File: src/logic/cpg_pkg.sv
package cpg_pkg;
  // register offsets (byte addresses, one aligned word each)
  localparam logic [3:0] SYS_CLK_CTRL_OFS   = 4'h0;
  localparam logic [3:0] LOW_PWR_CTRL_OFS   = 4'h4;
  localparam logic [3:0] SLEEP_CMD_OFS      = 4'h8;
  localparam logic [3:0] MODE_STATUS_OFS    = 4'hC;
  // reset values
  localparam logic [7:0] SYS_CLK_CTRL_RST   = 8'h00;
  localparam logic [7:0] LOW_PWR_CTRL_RST   = 8'h00;
  // low_power_clock_control field positions
  localparam int DIRECT_TRANSITION_BIT      = 7;
  localparam int LOW_SPEED_BIT              = 6;
  localparam int NOISE_RATE_BIT             = 5;
  localparam int SUBCLOCK_DISABLE_BIT       = 4;
  localparam int FEEDBACK_BYPASS_BIT        = 3;
  localparam int PLL_MULT_LSB               = 0;
  // system_clock_control_reg field positions
  localparam int BUS_CLOCK_SELECT_LSB       = 0;
  // sleep command register field positions
  localparam int STANDBY_SELECT_BIT         = 0;
  localparam int PRESCALER_SELECT_BIT       = 1;
  localparam int WAKE_BIT                   = 2;
  // noise sampling divisions
  localparam logic [4:0] NOISE_DIV_SLOW     = 5'h1F;
  localparam logic [4:0] NOISE_DIV_FAST     = 5'h03;
  // duty adjustment threshold
  localparam int DUTY_ADJ_MIN_KHZ           = 5000;
  localparam int SYS_CLK_KHZ                = 10000;
  // pll multiplier codes
  localparam logic [1:0] PLL_TIMES_ONE      = 2'h0;
  localparam logic [1:0] PLL_BYPASS         = 2'h3;
  // usb pll factors
  localparam logic [1:0] USB_MUL_16MHZ      = 2'h3;
  localparam logic [1:0] USB_MUL_24MHZ      = 2'h2;

  typedef enum logic [2:0] {
    CPG_HIGH_SPEED = 3'h0,
    CPG_MEDIUM     = 3'h1,
    CPG_SLEEP      = 3'h2,
    CPG_STANDBY    = 3'h3,
    CPG_WATCH      = 3'h4,
    CPG_SUBACTIVE  = 3'h5,
    CPG_SUBSLEEP   = 3'h6
  } cpg_mode_e;

  typedef struct packed {
    logic       cyc;
    logic       stb;
    logic       we;
    logic [3:0] sel;
    logic [3:0] adr;
    logic [31:0] dat;
  } cpg_wb_req_s;

  typedef struct packed {
    logic [1:0] pll_mult;
    logic       feedback_bypass;
    logic       pll_prohibited;
  } cpg_osc_cfg_s;
endpackage

File: src/logic/cpg_ctrl.sv
// The implementer's own choices: the register addresses and register access over Wishbone.
`timescale 1ns/1ps
// Overview of operation
// - bus clock select 000 full speed, 001..101 divide by 2..32, 11X prohibited
// - direct flag 0: sleep leads to sleep, standby or watch; subactive to subsleep/watch
// - direct flag 1 in high/medium speed: direct to subactive, else sleep or standby
// - direct flag 1 in subactive: direct to high speed, else subsleep
// - low speed 0: subactive sleep goes watch or high speed; watch wakes high speed
// - low speed 1: high speed to watch/subactive; watch wakes in subactive
// - subclock sampled at system clock over 32 or over 4 per noise select
// - subclock generated while disable bit is 0, stopped when 1
// - feedback bypass bit takes effect only on entering software standby
// - pll field 00 times one, 01/10 prohibited, 11 bypass; applied on standby
// - duty adjustment active when oscillator runs at or above 5 MHz and the latched feedback bypass is 0
// - medium speed divider makes system clock over 2, 4, 8, 16, 32
// - no subclock sampling in subactive, subsleep or watch mode
// - usb pll multiplies 16 MHz by three or 24 MHz by two to 48 MHz
module cpg_ctrl (
  input  wire logic               sys_clk,
  input  wire logic               arst_n,
  input  wire logic               wb_cyc_i,
  input  wire logic               wb_stb_i,
  input  wire logic               wb_we_i,
  input  wire logic [3:0]         wb_sel_i,
  input  wire logic [3:0]         wb_adr_i,
  input  wire logic [31:0]        wb_dat_i,
  output logic      [31:0]        wb_dat_o,
  output logic                    wb_ack_o,
  input  wire logic               sleep_req,
  input  wire logic               wake_req,
  input  wire logic               subclk_pin,
  input  wire logic               main_24mhz,
  output logic                    bus_clk_en,
  output logic                    subclk_out,
  output logic                    subclk_run,
  output logic                    duty_adj_on,
  output cpg_pkg::cpg_osc_cfg_s   osc_cfg,
  output logic      [1:0]         usb_pll_mul,
  output cpg_pkg::cpg_mode_e      mode
);
  logic [1:0]  rst_sync_reg;
  logic        rst_n;
  logic [7:0]  sck_reg;
  logic [7:0]  lpw_reg;
  logic [2:0]  sby_reg;
  logic [2:0]  sck_act_reg;
  logic [4:0]  div_reg;
  logic [4:0]  noise_cnt_reg;
  logic [2:0]  sub_sync_reg;
  logic [1:0]  sleep_sync_reg;
  logic [1:0]  wake_sync_reg;
  logic [1:0]  main_sync_reg;
  logic        sleep_d_reg;
  logic        wake_d_reg;
  logic        sleep_pulse;
  logic        wake_pulse;
  logic        access;
  logic        direct_transition_flag;
  logic        low_speed_flag;
  logic        ssby;
  logic        pss;
  logic        no_sample;
  cpg_pkg::cpg_mode_e mode_reg;
  cpg_pkg::cpg_mode_e mode_next;

  function automatic logic div_tick(input logic [2:0] sel, input logic [4:0] cnt);
    case (sel)
      3'h0:    div_tick = 1'b1;
      3'h1:    div_tick = cnt[0] == 1'b1;
      3'h2:    div_tick = cnt[1:0] == 2'h3;
      3'h3:    div_tick = cnt[2:0] == 3'h7;
      3'h4:    div_tick = cnt[3:0] == 4'hF;
      3'h5:    div_tick = cnt == 5'h1F;
      default: div_tick = 1'b1;
    endcase
  endfunction

  always_ff @(posedge sys_clk or negedge arst_n) begin
    if (!arst_n) begin
      rst_sync_reg <= 2'h0;
    end else begin
      rst_sync_reg <= {rst_sync_reg[0], 1'b1};
    end
  end
  assign rst_n = rst_sync_reg[1];

  // wishbone slave: registered ack after one wait state, ack drops after one cycle
  assign access = wb_cyc_i && wb_stb_i && !wb_ack_o;
  always_ff @(posedge sys_clk or negedge rst_n) begin
    if (!rst_n) begin
      wb_ack_o <= 1'b0;
      wb_dat_o <= 32'h0000_0000;
    end else begin
      wb_ack_o <= access;
      if (access && !wb_we_i) begin
        case (wb_adr_i)
          cpg_pkg::SYS_CLK_CTRL_OFS: wb_dat_o <= {24'h000000, sck_reg};
          cpg_pkg::LOW_PWR_CTRL_OFS: wb_dat_o <= {24'h000000, lpw_reg};
          cpg_pkg::SLEEP_CMD_OFS:    wb_dat_o <= {29'h0000000, sby_reg};
          cpg_pkg::MODE_STATUS_OFS:  wb_dat_o <= {29'h0000000, mode_reg};
          default:                   wb_dat_o <= 32'h0000_0000;
        endcase
      end
    end
  end

  always_ff @(posedge sys_clk or negedge rst_n) begin
    if (!rst_n) begin
      sck_reg <= cpg_pkg::SYS_CLK_CTRL_RST;
      lpw_reg <= cpg_pkg::LOW_PWR_CTRL_RST;
      sby_reg <= 3'h0;
    end else if (access && wb_we_i && wb_sel_i[0]) begin
      case (wb_adr_i)
        cpg_pkg::SYS_CLK_CTRL_OFS: sck_reg <= {wb_dat_i[7:6], 2'h0, wb_dat_i[3:0]};
        cpg_pkg::LOW_PWR_CTRL_OFS: lpw_reg <= wb_dat_i[7:0];
        cpg_pkg::SLEEP_CMD_OFS:    sby_reg <= wb_dat_i[2:0];
        default: ;
      endcase
    end
  end

  assign direct_transition_flag = lpw_reg[cpg_pkg::DIRECT_TRANSITION_BIT];
  assign low_speed_flag = lpw_reg[cpg_pkg::LOW_SPEED_BIT];
  assign ssby = sby_reg[cpg_pkg::STANDBY_SELECT_BIT];
  assign pss  = sby_reg[cpg_pkg::PRESCALER_SELECT_BIT];

  // pin-side requests synchronised, then edge detected from the second stage
  always_ff @(posedge sys_clk or negedge rst_n) begin
    if (!rst_n) begin
      sleep_sync_reg <= 2'h0;
      wake_sync_reg  <= 2'h0;
      main_sync_reg  <= 2'h0;
      sleep_d_reg    <= 1'b0;
      wake_d_reg     <= 1'b0;
    end else begin
      sleep_sync_reg <= {sleep_sync_reg[0], sleep_req};
      wake_sync_reg  <= {wake_sync_reg[0], wake_req};
      // strap pin is asynchronous too
      main_sync_reg  <= {main_sync_reg[0], main_24mhz};
      sleep_d_reg    <= sleep_sync_reg[1];
      wake_d_reg     <= wake_sync_reg[1];
    end
  end
  assign sleep_pulse = sleep_sync_reg[1] && !sleep_d_reg;
  assign wake_pulse  = wake_sync_reg[1] && !wake_d_reg;

  // mode transitions; illegal combinations hold the current mode
  always_comb begin
    mode_next = mode_reg;
    case (mode_reg)
      cpg_pkg::CPG_HIGH_SPEED, cpg_pkg::CPG_MEDIUM: begin
        if (sleep_pulse) begin
          if (!ssby && !low_speed_flag) begin
            mode_next = cpg_pkg::CPG_SLEEP;
          end else if (ssby && !pss && !low_speed_flag) begin
            mode_next = cpg_pkg::CPG_STANDBY;
          end else if (ssby && pss && !direct_transition_flag) begin
            mode_next = cpg_pkg::CPG_WATCH;
          end else if (ssby && pss && low_speed_flag && direct_transition_flag) begin
            mode_next = cpg_pkg::CPG_SUBACTIVE;
          end
        end else if (sck_act_reg != 3'h0) begin
          mode_next = cpg_pkg::CPG_MEDIUM;
        end else begin
          mode_next = cpg_pkg::CPG_HIGH_SPEED;
        end
      end
      cpg_pkg::CPG_SUBACTIVE: begin
        if (sleep_pulse) begin
          if (!ssby && pss && low_speed_flag) begin
            mode_next = cpg_pkg::CPG_SUBSLEEP;
          end else if (ssby && pss && !direct_transition_flag) begin
            mode_next = cpg_pkg::CPG_WATCH;
          end else if (ssby && pss && !low_speed_flag && direct_transition_flag) begin
            mode_next = cpg_pkg::CPG_HIGH_SPEED;
          end
        end
      end
      cpg_pkg::CPG_WATCH: begin
        if (wake_pulse) begin
          mode_next = low_speed_flag ? cpg_pkg::CPG_SUBACTIVE : cpg_pkg::CPG_HIGH_SPEED;
        end
      end
      cpg_pkg::CPG_SUBSLEEP: begin
        if (wake_pulse) begin
          mode_next = cpg_pkg::CPG_SUBACTIVE;
        end
      end
      cpg_pkg::CPG_SLEEP, cpg_pkg::CPG_STANDBY: begin
        if (wake_pulse) begin
          mode_next = cpg_pkg::CPG_HIGH_SPEED;
        end
      end
      default: mode_next = cpg_pkg::CPG_HIGH_SPEED;
    endcase
  end

  always_ff @(posedge sys_clk or negedge rst_n) begin
    if (!rst_n) begin
      mode_reg <= cpg_pkg::CPG_HIGH_SPEED;
    end else begin
      mode_reg <= mode_next;
    end
  end
  assign mode = mode_reg;

  // oscillator settings latch only on entry to software standby
  always_ff @(posedge sys_clk or negedge rst_n) begin
    if (!rst_n) begin
      osc_cfg <= '0;
    end else if (mode_next == cpg_pkg::CPG_STANDBY && mode_reg != cpg_pkg::CPG_STANDBY) begin
      osc_cfg.feedback_bypass <= lpw_reg[cpg_pkg::FEEDBACK_BYPASS_BIT];
      osc_cfg.pll_mult        <= lpw_reg[cpg_pkg::PLL_MULT_LSB +: 2];
      osc_cfg.pll_prohibited  <= lpw_reg[1:0] != cpg_pkg::PLL_TIMES_ONE
                                 && lpw_reg[1:0] != cpg_pkg::PLL_BYPASS;
    end
  end

  // free divider; selection swaps only when the count wraps
  always_ff @(posedge sys_clk or negedge rst_n) begin
    if (!rst_n) begin
      div_reg     <= 5'h00;
      sck_act_reg <= 3'h0;
    end else begin
      div_reg <= div_reg + 5'h01;
      if (div_reg == 5'h1F && sck_reg[2:1] != 2'h3) begin
        sck_act_reg <= sck_reg[cpg_pkg::BUS_CLOCK_SELECT_LSB +: 3];
      end
    end
  end
  // prohibited codes never reach the active select
  always_ff @(posedge sys_clk or negedge rst_n) begin
    if (!rst_n) begin
      bus_clk_en <= 1'b1;
    end else begin
      bus_clk_en <= div_tick(sck_act_reg, div_reg);
    end
  end

  // subclock noise filter: three-stage sampler at the selected rate
  assign no_sample = mode_reg == cpg_pkg::CPG_SUBACTIVE || mode_reg == cpg_pkg::CPG_SUBSLEEP
                     || mode_reg == cpg_pkg::CPG_WATCH;
  always_ff @(posedge sys_clk or negedge rst_n) begin
    if (!rst_n) begin
      noise_cnt_reg <= 5'h00;
      sub_sync_reg  <= 3'h0;
      subclk_out    <= 1'b0;
    end else begin
      sub_sync_reg <= {sub_sync_reg[1:0], subclk_pin};
      if (lpw_reg[cpg_pkg::SUBCLOCK_DISABLE_BIT]) begin
        subclk_out    <= 1'b0;
        noise_cnt_reg <= 5'h00;
      end else if (no_sample) begin
        subclk_out <= sub_sync_reg[1];
      end else if (noise_cnt_reg == 5'h00) begin
        noise_cnt_reg <= lpw_reg[cpg_pkg::NOISE_RATE_BIT] ? cpg_pkg::NOISE_DIV_FAST
                                                           : cpg_pkg::NOISE_DIV_SLOW;
        if (sub_sync_reg[2] == sub_sync_reg[1]) begin
          subclk_out <= sub_sync_reg[1];
        end
      end else begin
        noise_cnt_reg <= noise_cnt_reg - 5'h01;
      end
    end
  end
  assign subclk_run  = !lpw_reg[cpg_pkg::SUBCLOCK_DISABLE_BIT];
  // fixed system clock rate is above the threshold, bypass disables it
  assign duty_adj_on = (cpg_pkg::SYS_CLK_KHZ >= cpg_pkg::DUTY_ADJ_MIN_KHZ)
                       && !osc_cfg.feedback_bypass;
  assign usb_pll_mul = main_sync_reg[1] ? cpg_pkg::USB_MUL_24MHZ
                                        : cpg_pkg::USB_MUL_16MHZ;

  a_bus_div_change: assert property (@(posedge sys_clk) disable iff (!rst_n)
    $changed(sck_act_reg) |-> $past(div_reg) == 5'h1F)
    else $error("bus divide changed off boundary");
  a_no_prohibited: assert property (@(posedge sys_clk) disable iff (!rst_n)
    sck_act_reg[2:1] != 2'h3)
    else $error("prohibited bus select active");
  a_full_speed: assert property (@(posedge sys_clk) disable iff (!rst_n)
    sck_act_reg == 3'h0 |=> bus_clk_en)
    else $error("full speed clock gated");
  a_watch_wake: assert property (@(posedge sys_clk) disable iff (!rst_n)
    mode_reg == cpg_pkg::CPG_WATCH && wake_pulse |=>
      mode_reg == ($past(low_speed_flag) ? cpg_pkg::CPG_SUBACTIVE : cpg_pkg::CPG_HIGH_SPEED))
    else $error("watch wake target wrong");
  a_direct_sub: assert property (@(posedge sys_clk) disable iff (!rst_n)
    mode_reg == cpg_pkg::CPG_HIGH_SPEED && sleep_pulse && ssby && pss && low_speed_flag && direct_transition_flag
      |=> mode_reg == cpg_pkg::CPG_SUBACTIVE)
    else $error("direct transition to subactive missed");
  a_direct_high: assert property (@(posedge sys_clk) disable iff (!rst_n)
    mode_reg == cpg_pkg::CPG_SUBACTIVE && sleep_pulse && ssby && pss && !low_speed_flag && direct_transition_flag
      |=> mode_reg == cpg_pkg::CPG_HIGH_SPEED)
    else $error("direct transition to high speed missed");
  a_sleep_entry: assert property (@(posedge sys_clk) disable iff (!rst_n)
    mode_reg == cpg_pkg::CPG_HIGH_SPEED && sleep_pulse && !ssby && !low_speed_flag
      |=> mode_reg == cpg_pkg::CPG_SLEEP)
    else $error("sleep entry missed");
  a_osc_hold: assert property (@(posedge sys_clk) disable iff (!rst_n)
    mode_reg != cpg_pkg::CPG_STANDBY ##1 mode_reg != cpg_pkg::CPG_STANDBY
      |-> $stable(osc_cfg))
    else $error("oscillator config changed outside standby entry");
  a_sub_stop: assert property (@(posedge sys_clk) disable iff (!rst_n)
    lpw_reg[cpg_pkg::SUBCLOCK_DISABLE_BIT] |=> !subclk_out)
    else $error("subclock runs while disabled");
  a_noise_hold: assert property (@(posedge sys_clk) disable iff (!rst_n)
    no_sample && !lpw_reg[cpg_pkg::SUBCLOCK_DISABLE_BIT]
      |=> noise_cnt_reg == $past(noise_cnt_reg))
    else $error("sampling while in sub modes");

  c_enter_watch: cover property (@(posedge sys_clk) mode_reg == cpg_pkg::CPG_WATCH);
  c_enter_sub: cover property (@(posedge sys_clk) mode_reg == cpg_pkg::CPG_SUBACTIVE);
  c_div32: cover property (@(posedge sys_clk) sck_act_reg == 3'h5);
  c_standby: cover property (@(posedge sys_clk) mode_reg == cpg_pkg::CPG_STANDBY);
endmodule

File: config.mk
export PLATFORM = sky130hd
export DESIGN_NAME = cpg_ctrl
export DESIGN_NICKNAME = d
export VERILOG_FILES = /design/src/logic/cpg_pkg.sv /design/src/logic/cpg_ctrl.sv
export SDC_FILE = /design/constraint.sdc
export NUM_CORES = 1
export LEC_CHECK = 0
export BUFFER_PORTS_ARGS = -buffer_cell sky130_fd_sc_hd__buf_2
export CORE_ASPECT_RATIO = 1.75
export CORE_UTILIZATION = 30
export CTS_CLUSTER_DIAMETER = 80
export DETAILED_ROUTE_END_ITERATION = 8
export PLACE_DENSITY = 0.62
export SYNTH_ARGS = -nofsm -noshare
export SYNTH_HDL_FRONTEND = slang
export SYNTH_SLANG_ARGS = --single-unit
File: constraint.sdc
create_clock -name sys_clk -period 1.7 [get_ports sys_clk]
set_input_delay 0.17 -clock sys_clk [delete_from_list [all_inputs] [get_ports sys_clk]]
set_output_delay 0.17 -clock sys_clk [all_outputs]
set_load 0.01 [all_outputs]
== Word level (Yosys, flattened, before mapping) ==
Index checks and enable logic that the tools add are counted.
Cells by class
  add/subtract/negate cells: 2
  multipliers: 0
  div/mod/pow operators: 0
  order comparisons: 0
  eq/ne operators: 24
  shifts and indexed selects: 0
  muxes and demuxes: 26
  bitwise gates (word level): 0
  reductions and logical operators: 46
Operator list (number)
  $mux 3: 13
  $pmux 8 s4: 1
  $logic_and 1x1->1: 21
  $mux 5: 4
  $eq 3x3->1 const B: 6
  $eq 3x2->1 const B: 5
  $pmux 3 s5: 1
  $eq 4x4->1 const B: 3
  $logic_not 1->1: 10
  $reduce_bool 3->1: 3
  $reduce_and 2->1: 4
  $eq 3x1->1 const B: 2
  $mux 1: 6
  $ne 2x2->1 const B: 3
  $add 5x1->5 const B: 1
  $eq 5x5->1 const B: 1
  $logic_not 5->1: 1
  $pmux 1 s5: 1
  $sub 5x1->5 const B: 1
  $eq 4x3->1 const B: 1
  $logic_not 4->1: 1
  $reduce_or 2->1: 2
  $logic_not 3->1: 1
  $ne 3x2->1 const B: 1
  4 further kinds: 5
Storage, ports and cells
  register bits: 85
  bits in latches: 0
  memory bits (writable): 0
  ROM bits: 0
  output and inout bits: 46
  word-level logic and storage cells: 119
  memories kept: 0

== Logic depth before layout (Yosys ltp) ==
  depth after elaboration: 11
  gate-level depth with buffers: 7
  mapped depth without buffers: 7

== Worst setup path after synthesis ==
OpenSTA, ideal clock, no wires.
  path kind: register to register
  from: register mode_reg[1] (netlist: mode[1])
  to: register osc_cfg[0] (netlist bit)
  setup time: 125 ps
  arrival time: 1754 ps
  required time: 1575 ps
  path slack: -179 ps
  stages on the path, launching flop included: 6
  buffers on the path: 1
  period minus slack after synthesis: 1879 ps
  cells stage by stage: dfrtp_1 -> buf_2 -> a2111oi_2 -> nand2_1 -> a2111oi_4 -> mux2_2
Between the ends
  longest elaborated chain between the ends: 8
  elaborated cells on any way between the ends: 25
RTL lines
  start: declaration: RTL line cpg_ctrl.sv:63  | cpg_pkg::cpg_mode_e mode_reg;
  start signal: assignment: RTL line cpg_ctrl.sv:200  | mode_reg <= cpg_pkg::CPG_HIGH_SPEED;
  start signal: assignment: RTL line cpg_ctrl.sv:202  | mode_reg <= mode_next;
  $mux 3: RTL line cpg_ctrl.sv:159  | end else if (ssby && pss && low_speed_flag && direct_transition_flag) begin
  $mux 3: RTL line cpg_ctrl.sv:157  | end else if (ssby && pss && !direct_transition_flag) begin
  $mux 3: RTL line cpg_ctrl.sv:155  | end else if (ssby && !pss && !low_speed_flag) begin
  $mux 3: RTL line cpg_ctrl.sv:153  | if (!ssby && !low_speed_flag) begin
  $mux 3: RTL line cpg_ctrl.sv:152  | if (sleep_pulse) begin
  $pmux 3 s5: RTL line cpg_ctrl.sv:150  | case (mode_reg)
  $eq 3x2->1: RTL line cpg_ctrl.sv:211  | end else if (mode_next == cpg_pkg::CPG_STANDBY && mode_reg != cpg_pkg::CPG_STANDBY) begin
  $logic_and 1x1->1 *: RTL line cpg_ctrl.sv:211
  end: declaration: RTL line cpg_ctrl.sv:37  | output cpg_pkg::cpg_osc_cfg_s osc_cfg,
Every way passes the cells marked *; elsewhere a longest branch is shown, timed or not.
A chain may end at the register's enable or synchronous reset.

== Final worst setup path ==
  from: register sleep_d_reg
  to: register osc_cfg[3] (netlist bit)
Between the ends
  longest elaborated chain between the ends: 6
  elaborated cells on any way between the ends: 7
RTL lines
  start: declaration: RTL line cpg_ctrl.sv:53  | logic sleep_d_reg;
  start signal: assignment: RTL line cpg_ctrl.sv:140  | sleep_d_reg <= sleep_sync_reg[1];
  $logic_not 1->1 *: RTL line cpg_ctrl.sv:144  | assign sleep_pulse = sleep_sync_reg[1] && !sleep_d_reg;
  $logic_and 1x1->1 *: RTL line cpg_ctrl.sv:144
  $mux 3, on equally long branches: RTL line cpg_ctrl.sv:169, cpg_ctrl.sv:152
  $pmux 3 s5 *: RTL line cpg_ctrl.sv:150
  $eq 3x2->1 *: RTL line cpg_ctrl.sv:211
  $logic_and 1x1->1 *: RTL line cpg_ctrl.sv:211
Marks and branches as above.

==> results <==
- The total half-perimeter wirelength after legalization and detailed placement is roughly 4800 um.
- The area occupied by multi-input gates is 1240 um^2.
- Setup repair after global routing could not meet its margin everywhere.
- The most common cell after layout, fill and taps aside is sky130_fd_sc_hd__dfrtp_1.
- The core region is a little over 9000 um^2.
- The number of nets in the finished design is approximately 400.
- Across the run, the number of max-cap violations was 0.
- The final count of negative-setup-slack endpoints is 4.
- The number of vias per cell after detailed routing is between 4 and 5.
- In this run, synthesis produced a sequential element count of about 60.
- The CTS tree is built.
- The worst-case register-to-register setup slack is -270 ps.
- Counting every sink on the clock net gives between 60 and 70.
- The worst hold path belongs to the class in -> reg.
- The number of diodes is 0.
- The count of distinct cell types in the synthesized netlist is 45.
- The number of global-route vias before repair is approximately 2,200.
- The number of buffers added on ports is 42.
- The post-route total power is 4.41 mW.
- The floorplan step defined a die boundary enclosing approximately 10000 um^2.
- In the layout the commonest cells are sky130_fd_sc_hd__dfrtp_1, sky130_fd_sc_hd__buf_2, sky130_fd_sc_hd__buf_4, sky130_fd_sc_hd__conb_1, sky130_fd_sc_hd__mux2_2.
- The part of the cycle the worst path needs is 1.16.
- STA classifies the critical path startpoint as a flop.
- For the final database, setup skew stands at slightly above 4 ps.
- The largest driver fanout on the critical path is 4.
- The tightest hold margin is 51.1 ps.
- The final routed wirelength across all metal layers is 6260 um.
- The cell row count is 46.
- The placed cell area is around 3400 um^2.
- The number of buffers between clock root and the deepest sink is 2.
- VDD sags by at most around 540 uV.
- After technology mapping, the gate count stands at approximately 240.
- The H-tree was split into 3 levels.
- The die outline height is roughly 130 um.
- The startpoint-to-endpoint class of the critical path is reg -> reg.
- Clock-pin slew was measured on the worst setup and hold paths at 50 ps.
- Before antenna repair, the detailed router went through 4 iterations.
- Counting tap cells, the placed design contains a total of 430 instances.
- For this block, the via count after detailed routing is 2,094.
- The congestion estimate from routability-driven global placement came to between 0.8 and 0.9.
- The remaining global-route overflow is 0.
- Fill cells in the final layout number roughly 860.
- In this run the power density over the cells is roughly 1100 nW/um^2.
- Of the cells placed in the final design, the portion with a size suffix greater than 1 is 0.434.
- The final number of hold-violating endpoints is 0.
- The critical path endpoint category is a flop.
- For this design the static power due to leakage is 1.95 nW.
- The share of synthesized area occupied by flip-flops and latches is 0.534.
- In this run, the number of DRC markers left after iteration 0 of detailed routing was 59.
- The antenna violation net count after detailed routing is 0.
- The post-route cell area is roughly 4000 um^2.
- The layout-stage area growth over the synthesis result is 37.7%.
- The number of buffers created by CTS is 9.
- In the routed design, unresolved DRC markers number 0.
- From left edge to right edge, the die measures ~76 um.
- After the flow finishes, the layout carries non-filler instances totaling about 460.
- For this configuration, the core starts out at a cell density of 0.313.
- STA puts the critical path data required time at between 1500 and 2000 ps.
- The final reports fail on setup timing.
- The data arrival time at the worst-slack endpoint is around 2200 ps.
- The first global-routing pass estimated between 10,000 and 15,000 um of wire.
- The clock root buffer is sky130_fd_sc_hd__clkbuf_16.
- The count of final max-slew check failures is 0.
- Setup slack on the critical path of the routed design comes to -268 ps.
- The number of antenna violations at the first check in global routing is 0.
- The mean area per synthesized cell is between 10 and 15 um^2.
- The run finished, with violations left.
- The wire length per cell is about 14 um.
- The global router's overall resource usage is 0.142.
- Across the whole layout, storage elements account for ~1500 um^2.
- Entering global routing, the biggest net connects 29 pins.
- The cell area after synthesis is 2860 um^2.
- The warning count from the yosys run is 0.
- 95 I/O pins were placed.
- Static timing analysis puts the maximum clock frequency at around 510 MHz.
- Clock latency on the worst-skew pair, taken at its later pin, is ~330 ps.
- The minimum period implied by the final worst setup slack is 1970 ps.
- The final total negative setup slack is -1040 ps.
-- cells by family after synthesis --
| family | count (synthesis) | synth area share |
|---|---|---|
| compound gates | 38 | 0.104 |
| xor+xnor | 2 | 0.00612 |
| fa+ha+maj | 4 | 0.0175 |
| buf+inv | 41 | 0.0913 |
| flops | 61 | 0.534 |
| mux | 29 | 0.125 |
| other cells | 2 | 0.00262 |
| simple gates | 65 | 0.120 |
-- final cells by class --
cell class | instances | area share
clock buffers | 10 | 0.0606
clock inverters | 6 | 0.0279
inverters | 9 | 0.00857
multi-input cells | 164 | 0.315
flip-flops and latches | 61 | 0.389
well taps | 120 | 0.0381
repair buffers | 93 | 0.161
-- per-stage QoR --
step | util | setup slack, ps
2_1_floorplan | - | -159
5_1_grt | 0.431 | -337
6_report | 0.431 | -268
3_3_place_gp | 0.370 | -250
4_1_cts | 0.422 | -258
3_5_place_dp | 0.370 | -315
-- worst max-delay path: stages, from the launching register on --
cell	delay [ps]
sky130_fd_sc_hd__dfrtp_1	370
sky130_fd_sc_hd__nand2b_4	170
sky130_fd_sc_hd__a2111oi_4	360
sky130_fd_sc_hd__nand2_2	130
sky130_fd_sc_hd__a2111oi_4	290
sky130_fd_sc_hd__buf_4	190
sky130_fd_sc_hd__mux2_2	330
-- path summary, 6_finish.rpt --
path / endpoint / start / cells after the start
max in group asynchronous: bus_clk_en$_DFF_PN1_ / rst_sync_reg[1]$_DFF_PN0_ / 1
worst min register to register: sck_reg[1]$_DFFE_PN0P_ / rst_sync_reg[1]$_DFF_PN0_ / 0
worst max-delay path: osc_cfg[3]$_DFFE_PN0P_ / sleep_d_reg$_DFF_PN0_ / 6
worst max register to register: osc_cfg[3]$_DFFE_PN0P_ / sleep_d_reg$_DFF_PN0_ / 6
min in group asynchronous: rst_sync_reg[0]$_DFF_PN0_ / arst_n / 2
worst min-delay path: lpw_reg[4]$_DFFE_PN0P_ / wb_dat_i[4] / 3
-- per-layer routing --
metal  share of wire  vias up  track usage
li1                -      999            -
met1            0.37     1013        0.147
met2            0.55       63        0.238
met3           0.041       19       0.0414
met4           0.047        0       0.0916
met5               0        -            0
-- cell usage after synthesis, drive strengths merged --
master / instances / share of area
a2111oi: 2 / 0.015
a211oi: 4 / 0.010
a21boi: 1 / 0.0026
a21oi: 5 / 0.0087
a22o: 6 / 0.018
a22oi: 2 / 0.0052
a2bb2oi: 1 / 0.0031
a311oi: 1 / 0.0031
a31oi: 3 / 0.0087
and3: 2 / 0.0044
buf: 30 / 0.077
clkbuf: 2 / 0.0026
conb: 2 / 0.0026
dfrtp: 60 / 0.52
dfstp: 1 / 0.0092
ha: 4 / 0.017
inv: 9 / 0.012
mux2: 21 / 0.083
mux2i: 5 / 0.017
mux4: 3 / 0.025
nand2: 16 / 0.021
nand2b: 4 / 0.0087
nand3: 2 / 0.0035
nand3b: 2 / 0.0052
nand4: 2 / 0.0044
nand4b: 1 / 0.0031
nor2: 17 / 0.022
nor2b: 6 / 0.013
nor3: 5 / 0.010
nor4: 3 / 0.012
o21ai: 7 / 0.012
o21bai: 1 / 0.0026
o311a: 1 / 0.0035
o31ai: 4 / 0.010
or2: 1 / 0.0022
or3: 2 / 0.0044
or4: 2 / 0.0052
xnor2: 1 / 0.0031
xor2: 1 / 0.0031
-- timing repair --
action	in CTS	in global routing
endpoints found under the hold margin	6	0
cloned	0	0
setup endpoints to repair	4	23
buffers inserted	7	7
hold buffers	5	0
pin swaps	4	5
resized for setup	7	12
-- power by group --
group          switching [mW]  total [mW]  internal, mW
Sequential              0.107        1.66          1.55
Combinational           0.318       0.650         0.332
Clock                   0.636        2.10          1.47
Total                    1.06        4.41          3.35
No activity file was read; power rests on OpenSTA's default activity.
